==> config.mk <==
export PLATFORM = sky130hd
export DESIGN_NAME = uibd_in_ep_desc
export DESIGN_NICKNAME = d
export VERILOG_FILES = /design/src/logic/uibd_pkg.sv /design/src/logic/uibd_pair_buffer.sv /design/src/logic/uibd_in_ep_desc.sv
export SDC_FILE = /design/constraint.sdc
export NUM_CORES = 1
export LEC_CHECK = 0
export ABC_CLOCK_PERIOD_IN_PS = 2700
export BUFFER_PORTS_ARGS = -buffer_cell sky130_fd_sc_hd__buf_2
export CORE_ASPECT_RATIO = 1.5
export CORE_MARGIN = 3
export CORE_UTILIZATION = 50
export CTS_BUF_LIST = sky130_fd_sc_hd__clkbuf_2 sky130_fd_sc_hd__clkbuf_4 sky130_fd_sc_hd__clkbuf_8
export DETAILED_ROUTE_END_ITERATION = 8
export PLACE_DENSITY = 0.71
export SKIP_CTS_REPAIR_TIMING = 1
export SLEW_MARGIN = 20
export SYNTH_ARGS = -nofsm -noshare
export SYNTH_HDL_FRONTEND = slang
export SYNTH_HIERARCHICAL = 1
export SYNTH_SLANG_ARGS = --single-unit
==> constraint.sdc <==
create_clock -name mclk -period 2.7 [get_ports mclk]
set_clock_uncertainty 0.2 [all_clocks]
set_input_delay 0.405 -clock mclk [delete_from_list [all_inputs] [get_ports mclk]]
set_output_delay 0.405 -clock mclk [all_outputs]
set_load 0.02 [all_outputs]
==> src/logic/uibd_pkg.sv <==
// constants shared by the input endpoint descriptor block and its buffer.
// assumes a 32-bit apb master and a buffer manager on the same clock.
package uibd_pkg;

    localparam int NUM_IN_EP = 3;
    localparam int APB_ADDR_W = 12;
    localparam int MEM_ADDR_W = 11;
    localparam int ADDR_PAD_BITS = 3;
    localparam int CNT_W = 7;
    localparam int FLAG_BIT = 7;
    localparam int RSP_W = 1 + 1 + 2 + MEM_ADDR_W + CNT_W;

    ////////////////////////////////////////////////////////////////////////
    // register map: one 16-byte group per endpoint, endpoint 1 at 0x000
    localparam logic [11:0] EP_STRIDE = 12'h010;
    localparam logic [11:0] OFF_X_COUNT = 12'h000;
    localparam logic [11:0] OFF_Y_BASE = 12'h004;
    localparam logic [11:0] OFF_Y_COUNT = 12'h008;
    localparam logic [11:0] OFF_EP_CONFIG = 12'h00C;
    localparam int EP_FIELD_LSB = 4;
    localparam int REG_FIELD_LSB = 2;
    localparam int MAP_TOP_LSB = 6;

    localparam logic [1:0] SEL_X_COUNT = 2'h0;
    localparam logic [1:0] SEL_Y_BASE = 2'h1;
    localparam logic [1:0] SEL_Y_COUNT = 2'h2;
    localparam logic [1:0] SEL_EP_CONFIG = 2'h3;

    localparam int CFG_DOUBLE_BUFFER_ENABLE_BIT = 0;
    localparam int CFG_TOGGLE_BIT = 1;

    ////////////////////////////////////////////////////////////////////////
    // values after reset: buffers empty, so every in request is refused
    localparam logic [7:0] RST_COUNT_STATUS = 8'h80;
    localparam logic [7:0] RST_Y_BASE = 8'h00;
    localparam logic RST_DOUBLE_BUFFER_ENABLE = 1'b0;
    localparam logic RST_TOGGLE = 1'b0;

    typedef struct packed {
        logic hit;
        logic [1:0] ep;
        logic [1:0] sel;
    } uibd_dec_t;

endpackage

==> src/logic/uibd_pair_buffer.sv <==
// small fifo holding descriptor answers on their way to the buffer manager.
// assumes the reader may stall; the writer watches inReady.
`timescale 1ns/1ns
module uibd_pair_buffer
    import uibd_pkg::*;
#(
    parameter int WIDTH = RSP_W,
    parameter int DEPTH = 2
) (
    input wire logic mclk,
    input wire logic reset_n,
    input wire logic inValid,
    output logic inReady,
    input wire logic [WIDTH-1:0] inData,
    output logic outValid,
    input wire logic outReady,
    output logic [WIDTH-1:0] outData
);

    localparam int PW = (DEPTH > 1) ? $clog2(DEPTH) : 1;
    localparam logic [PW:0] DEPTH_C = (PW+1)'(DEPTH);

    initial begin
        if (DEPTH < 2 || (DEPTH & (DEPTH - 1)) != 0 || WIDTH < 1) begin
            $error("uibd_pair_buffer: DEPTH must be a power of two >= 2");
        end
    end

    typedef struct packed {
        logic [DEPTH-1:0][WIDTH-1:0] mem;
        logic [PW-1:0] rd;
        logic [PW-1:0] wr;
        logic [PW:0] cnt;
    } uibd_buf_state_t;

    uibd_buf_state_t st_ff;
    uibd_buf_state_t nxt_st;
    logic push;
    logic pop;

    assign inReady = (st_ff.cnt != DEPTH_C);
    assign outValid = (st_ff.cnt != '0);
    assign outData = st_ff.mem[st_ff.rd];
    assign push = inValid && inReady;
    assign pop = outValid && outReady;

    always_comb begin
        nxt_st = st_ff;
        if (push) begin
            nxt_st.mem[st_ff.wr] = inData;
            nxt_st.wr = st_ff.wr + 1'b1;
        end
        if (pop) begin
            nxt_st.rd = st_ff.rd + 1'b1;
        end
        // a full buffer refuses the push, so no word is overwritten
        if (push && !pop) begin
            nxt_st.cnt = st_ff.cnt + 1'b1;
        end else if (pop && !push) begin
            nxt_st.cnt = st_ff.cnt - 1'b1;
        end
    end

    always_ff @(posedge mclk or negedge reset_n) begin
        if (!reset_n) begin
            st_ff <= '0;
        end else begin
            st_ff <= nxt_st;
        end
    end

endmodule

==> src/logic/uibd_in_ep_desc.sv <==
// input endpoint buffer descriptors with apb access and a lookup port
// for the usb buffer manager.
// assumes the buffer manager acknowledges each sent packet with ackValid
// and that every apb and manager signal is synchronous to mclk.
//
// Functional notes
// - three endpoints each own x count, y base and y count registers
// - packet length is a binary byte count 0..64 in bits 6..0
// - flag bit 7 clear means valid packet, sent on next in request
// - flag bit 7 set means empty buffer, in request answered with nak
// - y start address is the 8-bit field over three zero bits
// - base address starts each transfer and is never changed by it
// - with double buffering the toggle picks x or y, else x only
//
// The placing of the registers and the APB slave port were decided locally.
`timescale 1ns/1ns
module uibd_in_ep_desc
    import uibd_pkg::*;
#(
    parameter int ADDR_W = APB_ADDR_W,
    parameter int NUM_EP = NUM_IN_EP,
    parameter int BUF_DEPTH = 2
) (
    input wire logic mclk,
    input wire logic reset_n,
    input wire logic psel,
    input wire logic penable,
    input wire logic pwrite,
    input wire logic [ADDR_W-1:0] paddr,
    input wire logic [31:0] pwdata,
    output logic [31:0] prdata,
    output logic pready,
    output logic pslverr,
    input wire logic inReqValid,
    output logic inReqReady,
    input wire logic [1:0] inReqEp,
    input wire logic [NUM_EP-1:0][7:0] xBaseField,
    output logic rspValid,
    input wire logic rspReady,
    output logic rspNak,
    output logic rspBufY,
    output logic [1:0] rspEp,
    output logic [MEM_ADDR_W-1:0] rspAddr,
    output logic [CNT_W-1:0] rspCount,
    input wire logic ackValid,
    input wire logic [1:0] ackEp,
    input wire logic ackBufY,
    output logic [NUM_EP-1:0] dataToggle
);

    localparam logic [1:0] EP_MAX = 2'(NUM_EP);

    initial begin
        if (NUM_EP < 1 || NUM_EP > 3 || ADDR_W < MAP_TOP_LSB + 1) begin
            $error("uibd_in_ep_desc: NUM_EP 1..3, ADDR_W >= 7 required");
        end
    end

    initial begin
        if (BUF_DEPTH < 2 || (BUF_DEPTH & (BUF_DEPTH - 1)) != 0) begin
            $error("uibd_in_ep_desc: BUF_DEPTH must be a power of two >= 2");
        end
    end

    ////////////////////////////////////////////////////////////////////////
    // helpers

    function automatic uibd_dec_t decode(input logic [ADDR_W-1:0] a);
        uibd_dec_t d;
        d.ep = a[EP_FIELD_LSB +: 2];
        d.sel = a[REG_FIELD_LSB +: 2];
        d.hit = (a[ADDR_W-1:MAP_TOP_LSB] == '0) && (a[1:0] == 2'h0)
            && (d.ep < EP_MAX);
        return d;
    endfunction

    // field is address bits 10..3; the low bits are always zero
    function automatic logic [MEM_ADDR_W-1:0] startAddr(input logic [7:0] f);
        return {f, {ADDR_PAD_BITS{1'b0}}};
    endfunction

    function automatic logic epInRange(input logic [1:0] ep);
        return (ep != 2'h0) && (ep <= EP_MAX);
    endfunction

    // endpoint numbers start at one; callers check the range before using the index
    function automatic logic [1:0] epIndex(input logic [1:0] ep);
        return ep - 2'h1;
    endfunction

    ////////////////////////////////////////////////////////////////////////
    // state
    // one flop set for all registers keeps reset and update together

    typedef struct packed {
        logic [NUM_EP-1:0][7:0] xCnt;
        logic [NUM_EP-1:0][7:0] yBase;
        logic [NUM_EP-1:0][7:0] yCnt;
        logic [NUM_EP-1:0] double_buffer_enable;
        logic [NUM_EP-1:0] toggle;
        logic [31:0] rdata;
    } uibd_state_t;

    uibd_state_t st_ff;
    uibd_state_t nxt_st;

    uibd_dec_t dec;
    logic apbWrite;
    logic apbSetupRead;

    logic reqOk;
    logic [1:0] reqIdx;
    logic reqUseY;
    logic [7:0] reqDesc;
    logic [RSP_W-1:0] reqWord;
    logic [RSP_W-1:0] rspWord;
    logic bufInReady;
    logic [1:0] ackIdx;

    assign dec = decode(paddr);
    assign apbWrite = psel && penable && pwrite && dec.hit;
    assign apbSetupRead = psel && !penable && !pwrite;
    // zero wait states: read data was captured in the setup cycle
    assign pready = 1'b1;
    // misaligned or unmapped words are refused and their writes dropped
    assign pslverr = psel && penable && !dec.hit;
    assign prdata = st_ff.rdata;
    assign dataToggle = st_ff.toggle;
    assign ackIdx = epIndex(ackEp);

    ////////////////////////////////////////////////////////////////////////
    // lookup for the buffer manager

    always_comb begin
        reqOk = epInRange(inReqEp);
        // an unknown endpoint still gets an answer, but always a nak
        reqIdx = reqOk ? epIndex(inReqEp) : 2'h0;
        reqUseY = reqOk && st_ff.double_buffer_enable[reqIdx]
            && st_ff.toggle[reqIdx];
        reqDesc = reqUseY ? st_ff.yCnt[reqIdx] : st_ff.xCnt[reqIdx];
        // x base lives outside this block, so it comes straight from the port
        reqWord = {
            !reqOk || reqDesc[FLAG_BIT],
            reqUseY,
            inReqEp,
            reqUseY ? startAddr(st_ff.yBase[reqIdx])
                    : startAddr(xBaseField[reqIdx]),
            reqDesc[CNT_W-1:0]
        };
    end

    // stalls at the manager back up into inReqReady, losing no answer
    assign inReqReady = bufInReady;

    uibd_pair_buffer #(
        .WIDTH(RSP_W),
        .DEPTH(BUF_DEPTH)
    ) u_rsp_buf (
        .mclk(mclk),
        .reset_n(reset_n),
        .inValid(inReqValid),
        .inReady(bufInReady),
        .inData(reqWord),
        .outValid(rspValid),
        .outReady(rspReady),
        .outData(rspWord)
    );

    assign {rspNak, rspBufY, rspEp, rspAddr, rspCount} = rspWord;

    ////////////////////////////////////////////////////////////////////////
    // register file

    always_comb begin
        nxt_st = st_ff;
        if (apbSetupRead) begin
            // unmapped words read as zero, so software sees no aliases
            nxt_st.rdata = 32'h0000_0000;
            if (dec.hit) begin
                unique case (dec.sel)
                    SEL_X_COUNT: nxt_st.rdata[7:0] = st_ff.xCnt[dec.ep];
                    SEL_Y_BASE: nxt_st.rdata[7:0] = st_ff.yBase[dec.ep];
                    SEL_Y_COUNT: nxt_st.rdata[7:0] = st_ff.yCnt[dec.ep];
                    SEL_EP_CONFIG: begin
                        nxt_st.rdata[CFG_DOUBLE_BUFFER_ENABLE_BIT] = st_ff.double_buffer_enable[dec.ep];
                        nxt_st.rdata[CFG_TOGGLE_BIT] = st_ff.toggle[dec.ep];
                    end
                endcase
            end
        end
        // counts above 64 are stored as written; firmware must avoid them
        if (apbWrite) begin
            unique case (dec.sel)
                SEL_X_COUNT: nxt_st.xCnt[dec.ep] = pwdata[7:0];
                SEL_Y_BASE: nxt_st.yBase[dec.ep] = pwdata[7:0];
                SEL_Y_COUNT: nxt_st.yCnt[dec.ep] = pwdata[7:0];
                SEL_EP_CONFIG: begin
                    nxt_st.double_buffer_enable[dec.ep] = pwdata[CFG_DOUBLE_BUFFER_ENABLE_BIT];
                    nxt_st.toggle[dec.ep] = pwdata[CFG_TOGGLE_BIT];
                end
            endcase
        end
        // applied after the write so the hardware set wins a collision
        if (ackValid && epInRange(ackEp)) begin
            if (ackBufY) begin
                nxt_st.yCnt[ackIdx][FLAG_BIT] = 1'b1;
            end else begin
                nxt_st.xCnt[ackIdx][FLAG_BIT] = 1'b1;
            end
            // the next packet of this endpoint goes out with the other pid
            nxt_st.toggle[ackIdx] = ~st_ff.toggle[ackIdx];
        end
    end

    always_ff @(posedge mclk or negedge reset_n) begin
        if (!reset_n) begin
            st_ff.xCnt <= {NUM_EP{RST_COUNT_STATUS}};
            st_ff.yBase <= {NUM_EP{RST_Y_BASE}};
            st_ff.yCnt <= {NUM_EP{RST_COUNT_STATUS}};
            st_ff.double_buffer_enable <= {NUM_EP{RST_DOUBLE_BUFFER_ENABLE}};
            st_ff.toggle <= {NUM_EP{RST_TOGGLE}};
            st_ff.rdata <= 32'h0000_0000;
        end else begin
            st_ff <= nxt_st;
        end
    end

endmodule

==> results of run 1 <==
[worst paths after layout]
kind / to / slack, ns / depth (start not counted) / from
worst max register to register: u_rsp_buf/st_ff[28] / 0.59 / 6 / dataToggle[2]
worst max-delay path: pslverr / 0.25 / 5 / paddr[7]
worst min register to register: u_rsp_buf/st_ff[2] / 0.28 / 1 / u_rsp_buf/st_ff[2]
min in group asynchronous: st_ff[48] / 0.32 / 2 / reset_n
worst min-delay path: u_rsp_buf/st_ff[3] / 0.06 / 3 / rspReady
max in group asynchronous: st_ff[61] / 1.15 / 3 / reset_n
[stage by stage]
stage | worst slack (ns) | cell area (sq um) | util | cells | hold slack, ns
floorplan | 0.235 | 7880 | - | 668 | -0.0906
global route | 0.217 | 8810 | 0.582 | 947 | 0.0341
global placement | 0.128 | 8340 | 0.551 | 914 | 0.256
detailed placement | 0.0899 | 8340 | 0.551 | 914 | 0.269
finish | 0.254 | 8810 | 0.582 | 947 | 0.0552
CTS | 0.257 | 8800 | 0.581 | 946 | -0.205
[cell type report]
type	instances	share of cell area
Clock buffer	24	0.0354
Clock inverter	8	0.0163
Inverter	5	0.00213
Tap cell	199	0.0283
Multi-Input combinational cell	453	0.453
Timing Repair Buffer	124	0.0830
Sequential cell	134	0.382
[state kept, by name, summed over array words and instances (netlist names)]
register	flops
st_ff	75
u_rsp_buf/st_ff	48
prdata	8
dataToggle	3
[report_power, final]
group          internal (W)  switching, W  leakage (nW)
logic               0.00109       0.00112          2.64
clock network       0.00113      0.000763         0.237
registers           0.00238      0.000234          1.76
[per-layer routing]
metal | GRT usage | part of all wire | vias up
met1 | 0.287 | 0.40 | 2893
li1 | - | - | 2475
met2 | 0.420 | 0.52 | 204
met3 | 0.0540 | 0.040 | 55
met5 | 0 | 0 | -
met4 | 0.110 | 0.037 | 0
[logic make-up (layout without fill, tap and decap cells)]
logic type | Yosys count | after routing | share of synthesized area
AO/OA/AOI/OAI | 97 | 97 | 0.0881
XOR/XNOR | 5 | 5 | 0.00564
adder cells (fa/ha/maj) | 5 | 5 | 0.00805
buffers and inverters | 81 | 161 | 0.0677
flip-flops | 134 | 134 | 0.433
multiplexers | 206 | 206 | 0.311
other | 2 | 31 | 0.000967
AND/OR/NAND/NOR | 109 | 109 | 0.0860
[worst max-delay path, stage by stage]
cell	delay, ns
buf_2	0.09
or4_1	0.66
buf_4	0.21
o311a_1	0.32
buf_2	0.16
[cell usage after synthesis (6+ instances only)]
cell type	instances
dfrtp_1	128
a21oi_1	22
nand3_1	7
nand2_1	23
clkbuf_1	25
or2_2	6
mux2_1	15
o221ai_1	6
nor2_1	25
a31oi_1	12
nand3_4	6
dfstp_2	6
buf_4	36
mux2i_1	53
a211oi_1	15
and3_1	16
a21o_1	15
mux2_4	40
a221oi_1	15
mux2_2	97
[cell usage in the layout (no fill, tap or decap), types with 6 or more instances in the layout]
cell        n
and3_1     16
nand2_1    23
mux2_4     40
dfrtp_1   128
clkbuf_8   21
a31oi_1    12
buf_2      91
mux2i_1    53
mux2_2     97
nand3_4     6
mux2_1     15
nand3_1     7
conb_1     31
buf_4      30
o221ai_1    6
a21oi_1    22
dfstp_2     6
or2_2       6
nor2_1     25
a211oi_1   15
a21o_1     15
a221oi_1   15
==> flow_summary.json, run 1 <==
{
  "outcome": "finished, final reports clean",
  "cts_tree": "done",
  "synthFlopType": "dfrtp_1",
  "hold_viol": 0,
  "fp-row-count": 55,
  "arrival_ns": 1.84,
  "p_per_area_nw_per_um2": 763,
  "ir_drop_uv": 558,
  "min_path_type": "in2reg",
  "postSynthRegisterBits": 134,
  "drive_gt1_frac": 0.425,
  "antennaDiodeCount": 0,
  "drv_cap": 0,
  "power.total_w": 0.00672,
  "synth_edf_count": 0,
  "fin_crit_sh": 0.906,
  "synth.distinct_cells": 52,
  "grt_pass1_vias": 5949,
  "pin_count": 142,
  "synth_area_sq_um": 7770,
  "cts_buffers": 17,
  "cp-start-kind": "primary input",
  "grt_start_max_net_pins": 58,
  "avgSynthCellArea_sq_um": 12.2,
  "max_slew_margin": 0.502,
  "drt_iter0_markers": 284,
  "grt_setup_unrepaired": "no",
  "ant_nets": 0,
  "dieArea_sq_um": 17100,
  "seq_area_sq_um": 3360,
  "fillers": 1315,
  "synth_largest_area_cell": "dfrtp_1",
  "syn_inst": 639,
  "die_y_um": 159,
  "core_sq_um": 15100,
  "worst_pin_slew_ns": 0.747,
  "cts_sinks": 134,
  "antenna_found_initial": 0,
  "num_vias": 5627,
  "synth_top_area_share": 0.412,
  "crit_type": "in2out",
  "grt_pass1_wl_um": 31600,
  "gp_congestion": 0.846,
  "clk_latency_ns": 0.45,
  "track_usage": 0.242,
  "synth.area.top_cells": "dfrtp_1 41%, mux2_2 14%, mux2_4 7.7%, mux2i_1 6.8%, buf_4 3.5%",
  "h-tree-depth": 4,
  "drc": 0,
  "postRouteWirelength_um": 20100,
  "ys_warn_count": 6,
  "dieWidth_um": 108,
  "dr.pass1.iters": 5,
  "post_drt_wl_per_cell_um": 21.2,
  "fmax_mhz": 409,
  "cts_root_buf": "clkbuf_8",
  "leakage_nw": 4.64,
  "min_period_ns": 2.45,
  "yosysSeqAreaShare": 0.433,
  "via_per_inst": 5.94,
  "area_growth_pct": 13.4,
  "post-dp-hpwl_um": 14100,
  "design.final.nets": 821,
  "end_kind": "primary output",
  "ys_async_sr_fraction": 1.00,
  "critPathRequiredTime_ns": 2.10,
  "grt_overflow": 0,
  "slew_violations": 0,
  "multi_input_area_sq_um": 3990,
  "finalSetupTns_ns": 0,
  "cts_buffer_depth": 2,
  "port_buffers": 92,
  "cp_max_fo": 4,
  "clk_pin_slew_ns": 0.07,
  "setup-violations-final": 0,
  "start_util": 0.513
}
Power figures use the tool's default switching activity.
==> run 2: changes to the inputs <==
--- a/config.mk
+++ b/config.mk
@@ -5,14 +5,15 @@
 export SDC_FILE = /design/constraint.sdc
 export NUM_CORES = 1
 export LEC_CHECK = 0
-export ABC_CLOCK_PERIOD_IN_PS = 2700
+export ABC_CLOCK_PERIOD_IN_PS = 2200
 export BUFFER_PORTS_ARGS = -buffer_cell sky130_fd_sc_hd__buf_2
+export CAP_MARGIN = 0
 export CORE_ASPECT_RATIO = 1.5
 export CORE_MARGIN = 3
 export CORE_UTILIZATION = 50
 export CTS_BUF_LIST = sky130_fd_sc_hd__clkbuf_2 sky130_fd_sc_hd__clkbuf_4 sky130_fd_sc_hd__clkbuf_8
 export DETAILED_ROUTE_END_ITERATION = 8
-export PLACE_DENSITY = 0.71
+export PLACE_DENSITY = 0.74
 export SKIP_CTS_REPAIR_TIMING = 1
 export SLEW_MARGIN = 20
 export SYNTH_ARGS = -nofsm -noshare
==> constraint.sdc (replaced) <==
create_clock -name mclk -period 2.2 [get_ports mclk]
set_clock_uncertainty 0.2 [all_clocks]
set_input_delay 0.33 -clock mclk [delete_from_list [all_inputs] [get_ports mclk]]
set_output_delay 0.33 -clock mclk [all_outputs]
set_load 0.02 [all_outputs]
==> run 2 against run 1 <==
Compared with the run above:
- setup slack got worse by 0.19 ns
- critical path depth fell by 2
- routed wire length fell by 0.82%
- sequential share of layout area fell by 1.2 points
- sequential cell count did not move
- register-to-register slack got worse by 0.37 ns
- utilization rose by 1.9 points
- die area did not move
- cell area rose by 3.3%
- first-iteration DRC count rose by 13%
- count of clock-buffer cells in the layout fell by 7
- critical path type is now reg2out
- largest power group unchanged
- highest routed layer unchanged
==> flow_summary.json, run 2 (synthesis results as in run 1) <==
{
  "outcome": "finished, final reports clean",
  "arrival_ns": 1.61,
  "max_slew_margin": 0.586,
  "cp-start-kind": "register",
  "grt_start_max_net_pins": 54,
  "area_growth_pct": 17.1,
  "cts_buffers": 17,
  "setup-violations-final": 0,
  "post_drt_wl_per_cell_um": 20.5,
  "clk_latency_ns": 0.46,
  "dieArea_sq_um": 17100,
  "layout_commonest_cell": "dfrtp_1",
  "regMostFlops": "st_ff",
  "port_buffers": 92,
  "h-tree-depth": 4,
  "p_sw_w": 0.00276,
  "dieWidth_um": 108,
  "switching_share": 0.340,
  "fin_crit_sh": 0.971,
  "drive_gt1_frac": 0.465,
  "fp-row-count": 55,
  "place_inst": 934,
  "post-dp-hpwl_um": 14200,
  "ir_drop_uv": 677,
  "cts_root_buf": "clkbuf_8",
  "gp_congestion": 0.916,
  "dp_slack_ns": -0.156,
  "leakage_nw": 4.79,
  "whs_ns": 0.0207,
  "final_cells": 969,
  "critPathRequiredTime_ns": 1.67,
  "cts_tree": "done",
  "grt_pass1_vias": 5843,
  "grt_pass1_wl_um": 31500,
  "die_y_um": 159,
  "combinationalPowerShare": 0.339,
  "drv_cap": 0,
  "seq_power_share": 0.394,
  "crit_type": "reg2out",
  "hold_viol": 0,
  "start_util": 0.513,
  "clk_pin_slew_ns": 0.09,
  "p_per_area_nw_per_um2": 894,
  "num_vias": 5476,
  "antennaDiodeCount": 0,
  "p_int_w": 0.00537,
  "drc": 0,
  "pin_count": 142,
  "postRouteWirelength_um": 19900,
  "grt_setup_unrepaired": "no",
  "drt_iter0_markers": 320,
  "min_period_ns": 2.14,
  "antenna_found_initial": 0,
  "largest_reg_flops": 75,
  "power_frac_clock": 0.267,
  "cts_sinks": 134,
  "design.final.nets": 843,
  "slew_violations": 0,
  "core_sq_um": 15100,
  "via_per_inst": 5.65,
  "ant_nets": 0,
  "fillers": 1264,
  "power.total_w": 0.00814,
  "worst_pin_slew_ns": 0.621,
  "cts_buffer_depth": 2,
  "dr.pass1.iters": 5,
  "end_kind": "primary output",
  "final.setup.worst_slack_ns": 0.0639,
  "final_cell_mix": "128 x dfrtp_1, 97 x mux2_2, 91 x buf_2",
  "finalSetupTns_ns": 0,
  "min_path_type": "in2reg",
  "cp_max_fo": 23,
  "track_usage": 0.243,
  "fmax_mhz": 468,
  "grt_overflow": 0
}
## run 2: worst paths after layout
check                              startpoint                  end  slack, ns  cells after the start
max in group asynchronous             reset_n            prdata[6]       0.96                      3
max                        u_rsp_buf/st_ff[3]          rspCount[5]       0.06                      3
min                                   ackBufY            st_ff[61]       0.02                      3
max reg2reg                         st_ff[36]  u_rsp_buf/st_ff[25]       0.22                      5
min in group asynchronous             reset_n            st_ff[94]       0.16                      2
min reg2reg                u_rsp_buf/st_ff[2]   u_rsp_buf/st_ff[2]       0.28                      1
## run 2: area by class of cell
type	count	area [sq um]	share of cell area
multi-input cells	453	4060	0.446
flip-flops and latches	134	3360	0.369
repair buffers	146	990	0.109
well taps	199	249	0.0274
clock buffers	17	234	0.0257
clock inverters	15	184	0.0202
inverters	5	18.8	0.00206
## run 2: critical path, cell delays in order (launching register included)
cell and delay [ns]:
dfrtp_1 0.35, buf_6 0.24, mux2_2 0.39, buf_2 0.17
## run 2: power groups by stage
| stage | clock network (W) | registers, W | logic (W) |
|---|---|---|---|
| final | 0.00217 | 0.00321 | 0.00276 |
| after global routing | 0.00231 | 0.00327 | 0.00297 |
| after floorplan | 0 | 0.00317 | 0.00219 |
| after global placement | 0 | 0.00321 | 0.00274 |
| after detailed placement | 0 | 0.00325 | 0.00277 |
| after CTS | 0.00222 | 0.00320 | 0.00279 |
## run 2: routing by layer
metal  vias to the layer above  part of all wire  track usage  wire length [um]
met1                      2695              0.38        0.281              7650
met4                         0             0.038        0.126               756
met2                       207              0.51        0.431             10200
met3                        49             0.063       0.0402              1250
met5                         -                 0            0                 0
li1                       2525                 -            -                 -
## run 2: stage by stage
stage | area (sq um) | utilization
after CTS | 9060 | 0.599
final | 9100 | 0.601
after global routing | 9100 | 0.601
after detailed placement | 8650 | 0.571
after global placement | 8650 | 0.571
after floorplan | 7960 | -
==> run 3: changes to the inputs <==
--- a/config.mk
+++ b/config.mk
@@ -18,5 +18,4 @@
 export SLEW_MARGIN = 20
 export SYNTH_ARGS = -nofsm -noshare
 export SYNTH_HDL_FRONTEND = slang
-export SYNTH_HIERARCHICAL = 1
 export SYNTH_SLANG_ARGS = --single-unit
==> run 3 against run 2 <==
Compared with the run above:
- utilization up 0.37 points
- clock power down 3%
- fmax down 1.4%
- sequential power down 4%
- area after synthesis down 4.1%
- non-clock buffer count up 3
- total power down 5.3%
- cell area down 3.0%
- worst hold slack worse by 0.0024 ns
- critical path type is now in2out
- routed wire length down 1.4%
==> flow_summary.json, run 3 <==
{
  "clk_latency_ns": 0.44,
  "synth_top_area_share": 0.410,
  "antennaDiodeCount": 0,
  "crit_type": "in2out",
  "core_sq_um": 14600,
  "end_kind": "primary output",
  "ys_warn_count": 0,
  "design.final.nets": 874,
  "synth.distinct_cells": 56,
  "drt_iter0_markers": 375,
  "dieWidth_um": 106,
  "area_growth_pct": 18.4,
  "slew_violations": 0,
  "avgSynthCellArea_sq_um": 10.9,
  "arrival_ns": 1.64,
  "postSynthRegisterBits": 128,
  "p_per_area_nw_per_um2": 874,
  "power.total_w": 0.00771,
  "gp_congestion": 0.898,
  "path_delay_family": "simple AND/OR/NAND/NOR gates",
  "p_int_w": 0.00504,
  "rrSetupSlack_ns": 0.29,
  "crit_slowest_cell": "or4_4",
  "fp-row-count": 54,
  "layout_commonest_cell": "dfrtp_1",
  "grt_start_max_net_pins": 67,
  "drive_gt1_frac": 0.420,
  "seq_power_share": 0.398,
  "dieArea_sq_um": 16400,
  "cts_tree": "done",
  "synth_common_cells": "122 x dfrtp_1, 101 x mux2_2, 53 x mux2i_1, 41 x nor2_1, 40 x buf_4",
  "p_sw_w": 0.00267,
  "max_stage_delay_ns": 0.54,
  "worst_pin_slew_ns": 0.643,
  "drc": 0,
  "ant_nets": 0,
  "cts_sinks": 128,
  "cp_max_fo": 3,
  "grt_pass1_vias": 5963,
  "final_cell_mix": "122 x dfrtp_1, 87 x buf_2, 78 x mux2_2",
  "clk_pin_slew_ns": 0.07,
  "cp_num_cells": 7,
  "cp-start-kind": "primary input",
  "post-dp-hpwl_um": 14300,
  "r2r-start": "dataToggle[2]",
  "placed_cell_area_sq_um": 8340,
  "cts_root_buf": "clkbuf_8",
  "critPathRequiredTime_ns": 1.67,
  "synth_largest_area_cell": "dfrtp_1",
  "track_usage": 0.247,
  "cts_buffer_depth": 2,
  "hold_viol": 0,
  "setup-violations-final": 0,
  "synth_edf_count": 0,
  "crit_path_cell_trace": "buf_2 > or4_4 > buf_6 > a211oi_4 > buf_6 > nor2_2 > buf_6",
  "synth.area.top_cells": "dfrtp_1 41%, mux2_2 15%, mux2i_1 7.1%, buf_4 4.0%, mux2_4 2.8%",
  "num_vias": 5795,
  "synth_area_sq_um": 7450,
  "power_frac_clock": 0.274,
  "port_buffers": 89,
  "whs_ns": 0.0183,
  "fmax_mhz": 462,
  "r2r_end": "u_rsp_buf.st_ff[17]",
  "drv_cap": 0,
  "cp_num_buf_inv": 4,
  "combinationalPowerShare": 0.328,
  "cp-endpoint": "pslverr",
  "min_path_type": "in2reg",
  "via_per_inst": 5.83,
  "min_period_ns": 2.17,
  "yosysSeqAreaShare": 0.431,
  "postRouteWirelength_um": 19600,
  "ir_drop_uv": 562,
  "start_util": 0.510,
  "largest_reg_flops": 75,
  "regMostFlops": "st_ff",
  "grt_setup_unrepaired": "yes",
  "synthFlopType": "dfrtp_1",
  "min_path_cells": 3,
  "antenna_found_initial": 0,
  "max_slew_margin": 0.571,
  "outcome": "finished, final reports clean",
  "post-synth-top-count-cell": "dfrtp_1",
  "die_y_um": 155,
  "h-tree-depth": 4,
  "syn_inst": 681,
  "critPathLaunch": "paddr[10]",
  "dr.pass1.iters": 5,
  "leakage_nw": 4.31,
  "post_drt_wl_per_cell_um": 19.7,
  "cts_buffers": 17,
  "fin_crit_sh": 0.984,
  "grt_overflow": 0,
  "cpMostUsedCell": "buf_6",
  "grt_pass1_wl_um": 31700,
  "ys_async_sr_fraction": 1.00,
  "fillers": 1255,
  "design_area_sq_um": 8820,
  "switching_share": 0.346,
  "pin_count": 142,
  "r2r_cells": 5
}
run 3: cell types whose count changed after synthesis, moves of 16 or more:
cell and delta:
a21oi_1 -18, a31oi_1 +20, nor2_1 +16, mux2_4 -26
nand3_1 +18, o211ai_1 +20
run 3: logic make-up (layout without fill, tap and decap cells):
group,Yosys count,in the layout,synth area share
AO/OA/AOI/OAI,104,104,0.0979
XOR/XNOR,5,5,0.00588
adder cells (fa/ha/maj),5,5,0.00840
buffers and inverters,98,189,0.0754
flip-flops,128,128,0.431
multiplexers,168,168,0.252
other,2,28,0.00101
AND/OR/NAND/NOR,171,171,0.128
run 3: how the worst min path moves through the flow:
stage	startpoint	end	slack, ns
global route	pwdata[7]	st_ff[45]	0.05
floorplan	reset_n	dataToggle[0]	-0.17
finish	pwdata[7]	st_ff[45]	0.02
global placement	reset_n	u_rsp_buf.st_ff[20]	0.04
detailed placement	reset_n	u_rsp_buf.st_ff[42]	0.05
CTS	reset_n	u_rsp_buf.st_ff[42]	-0.42
run 3: per-stage QoR:
stage,cells,TNS [ns],setup WS [ns],utilization
after floorplan,707,-22.70,-0.366,-
after global placement,959,-22.41,-0.404,0.571
after detailed placement,959,-23.78,-0.415,0.571
after CTS,988,-0.230,-0.230,0.599
after global routing,994,-0.0115,-0.0115,0.605
final,994,0,0.0344,0.605
run 3: worst register-to-register path, cell delays in order (launching register included):
cell	delay, ns
dfrtp_1	0.46
nand3_1	0.36
buf_4	0.32
nand3_1	0.10
o211ai_1	0.14
a31oi_1	0.24
run 3: layout make-up:
cell class | count | area, sq um | area share
tap | 196 | 245 | 0.0278
timing repair buffer | 149 | 1030 | 0.117
sequential | 128 | 3210 | 0.364
clock buffer | 23 | 298 | 0.0338
multi-input combinational | 481 | 3890 | 0.441
clock inverter | 6 | 108 | 0.0122
inverter | 11 | 41.3 | 0.00468
run 3: power by group through the flow:
stage	clock [W]	combinational, W	sequential [W]
after floorplan	0	0.00185	0.00302
after global placement	0	0.00245	0.00307
after detailed placement	0	0.00253	0.00311
after CTS	0.00212	0.00254	0.00307
after global routing	0.00222	0.00278	0.00313
final	0.00211	0.00253	0.00307
run 3: layer usage:
metal | vias up | global-route usage | share of wire
li1 | 2630 | - | -
met1 | 2877 | 0.298 | 0.40
met2 | 240 | 0.429 | 0.51
met3 | 48 | 0.0436 | 0.051
met4 | 0 | 0.110 | 0.038
met5 | - | 0 | 0
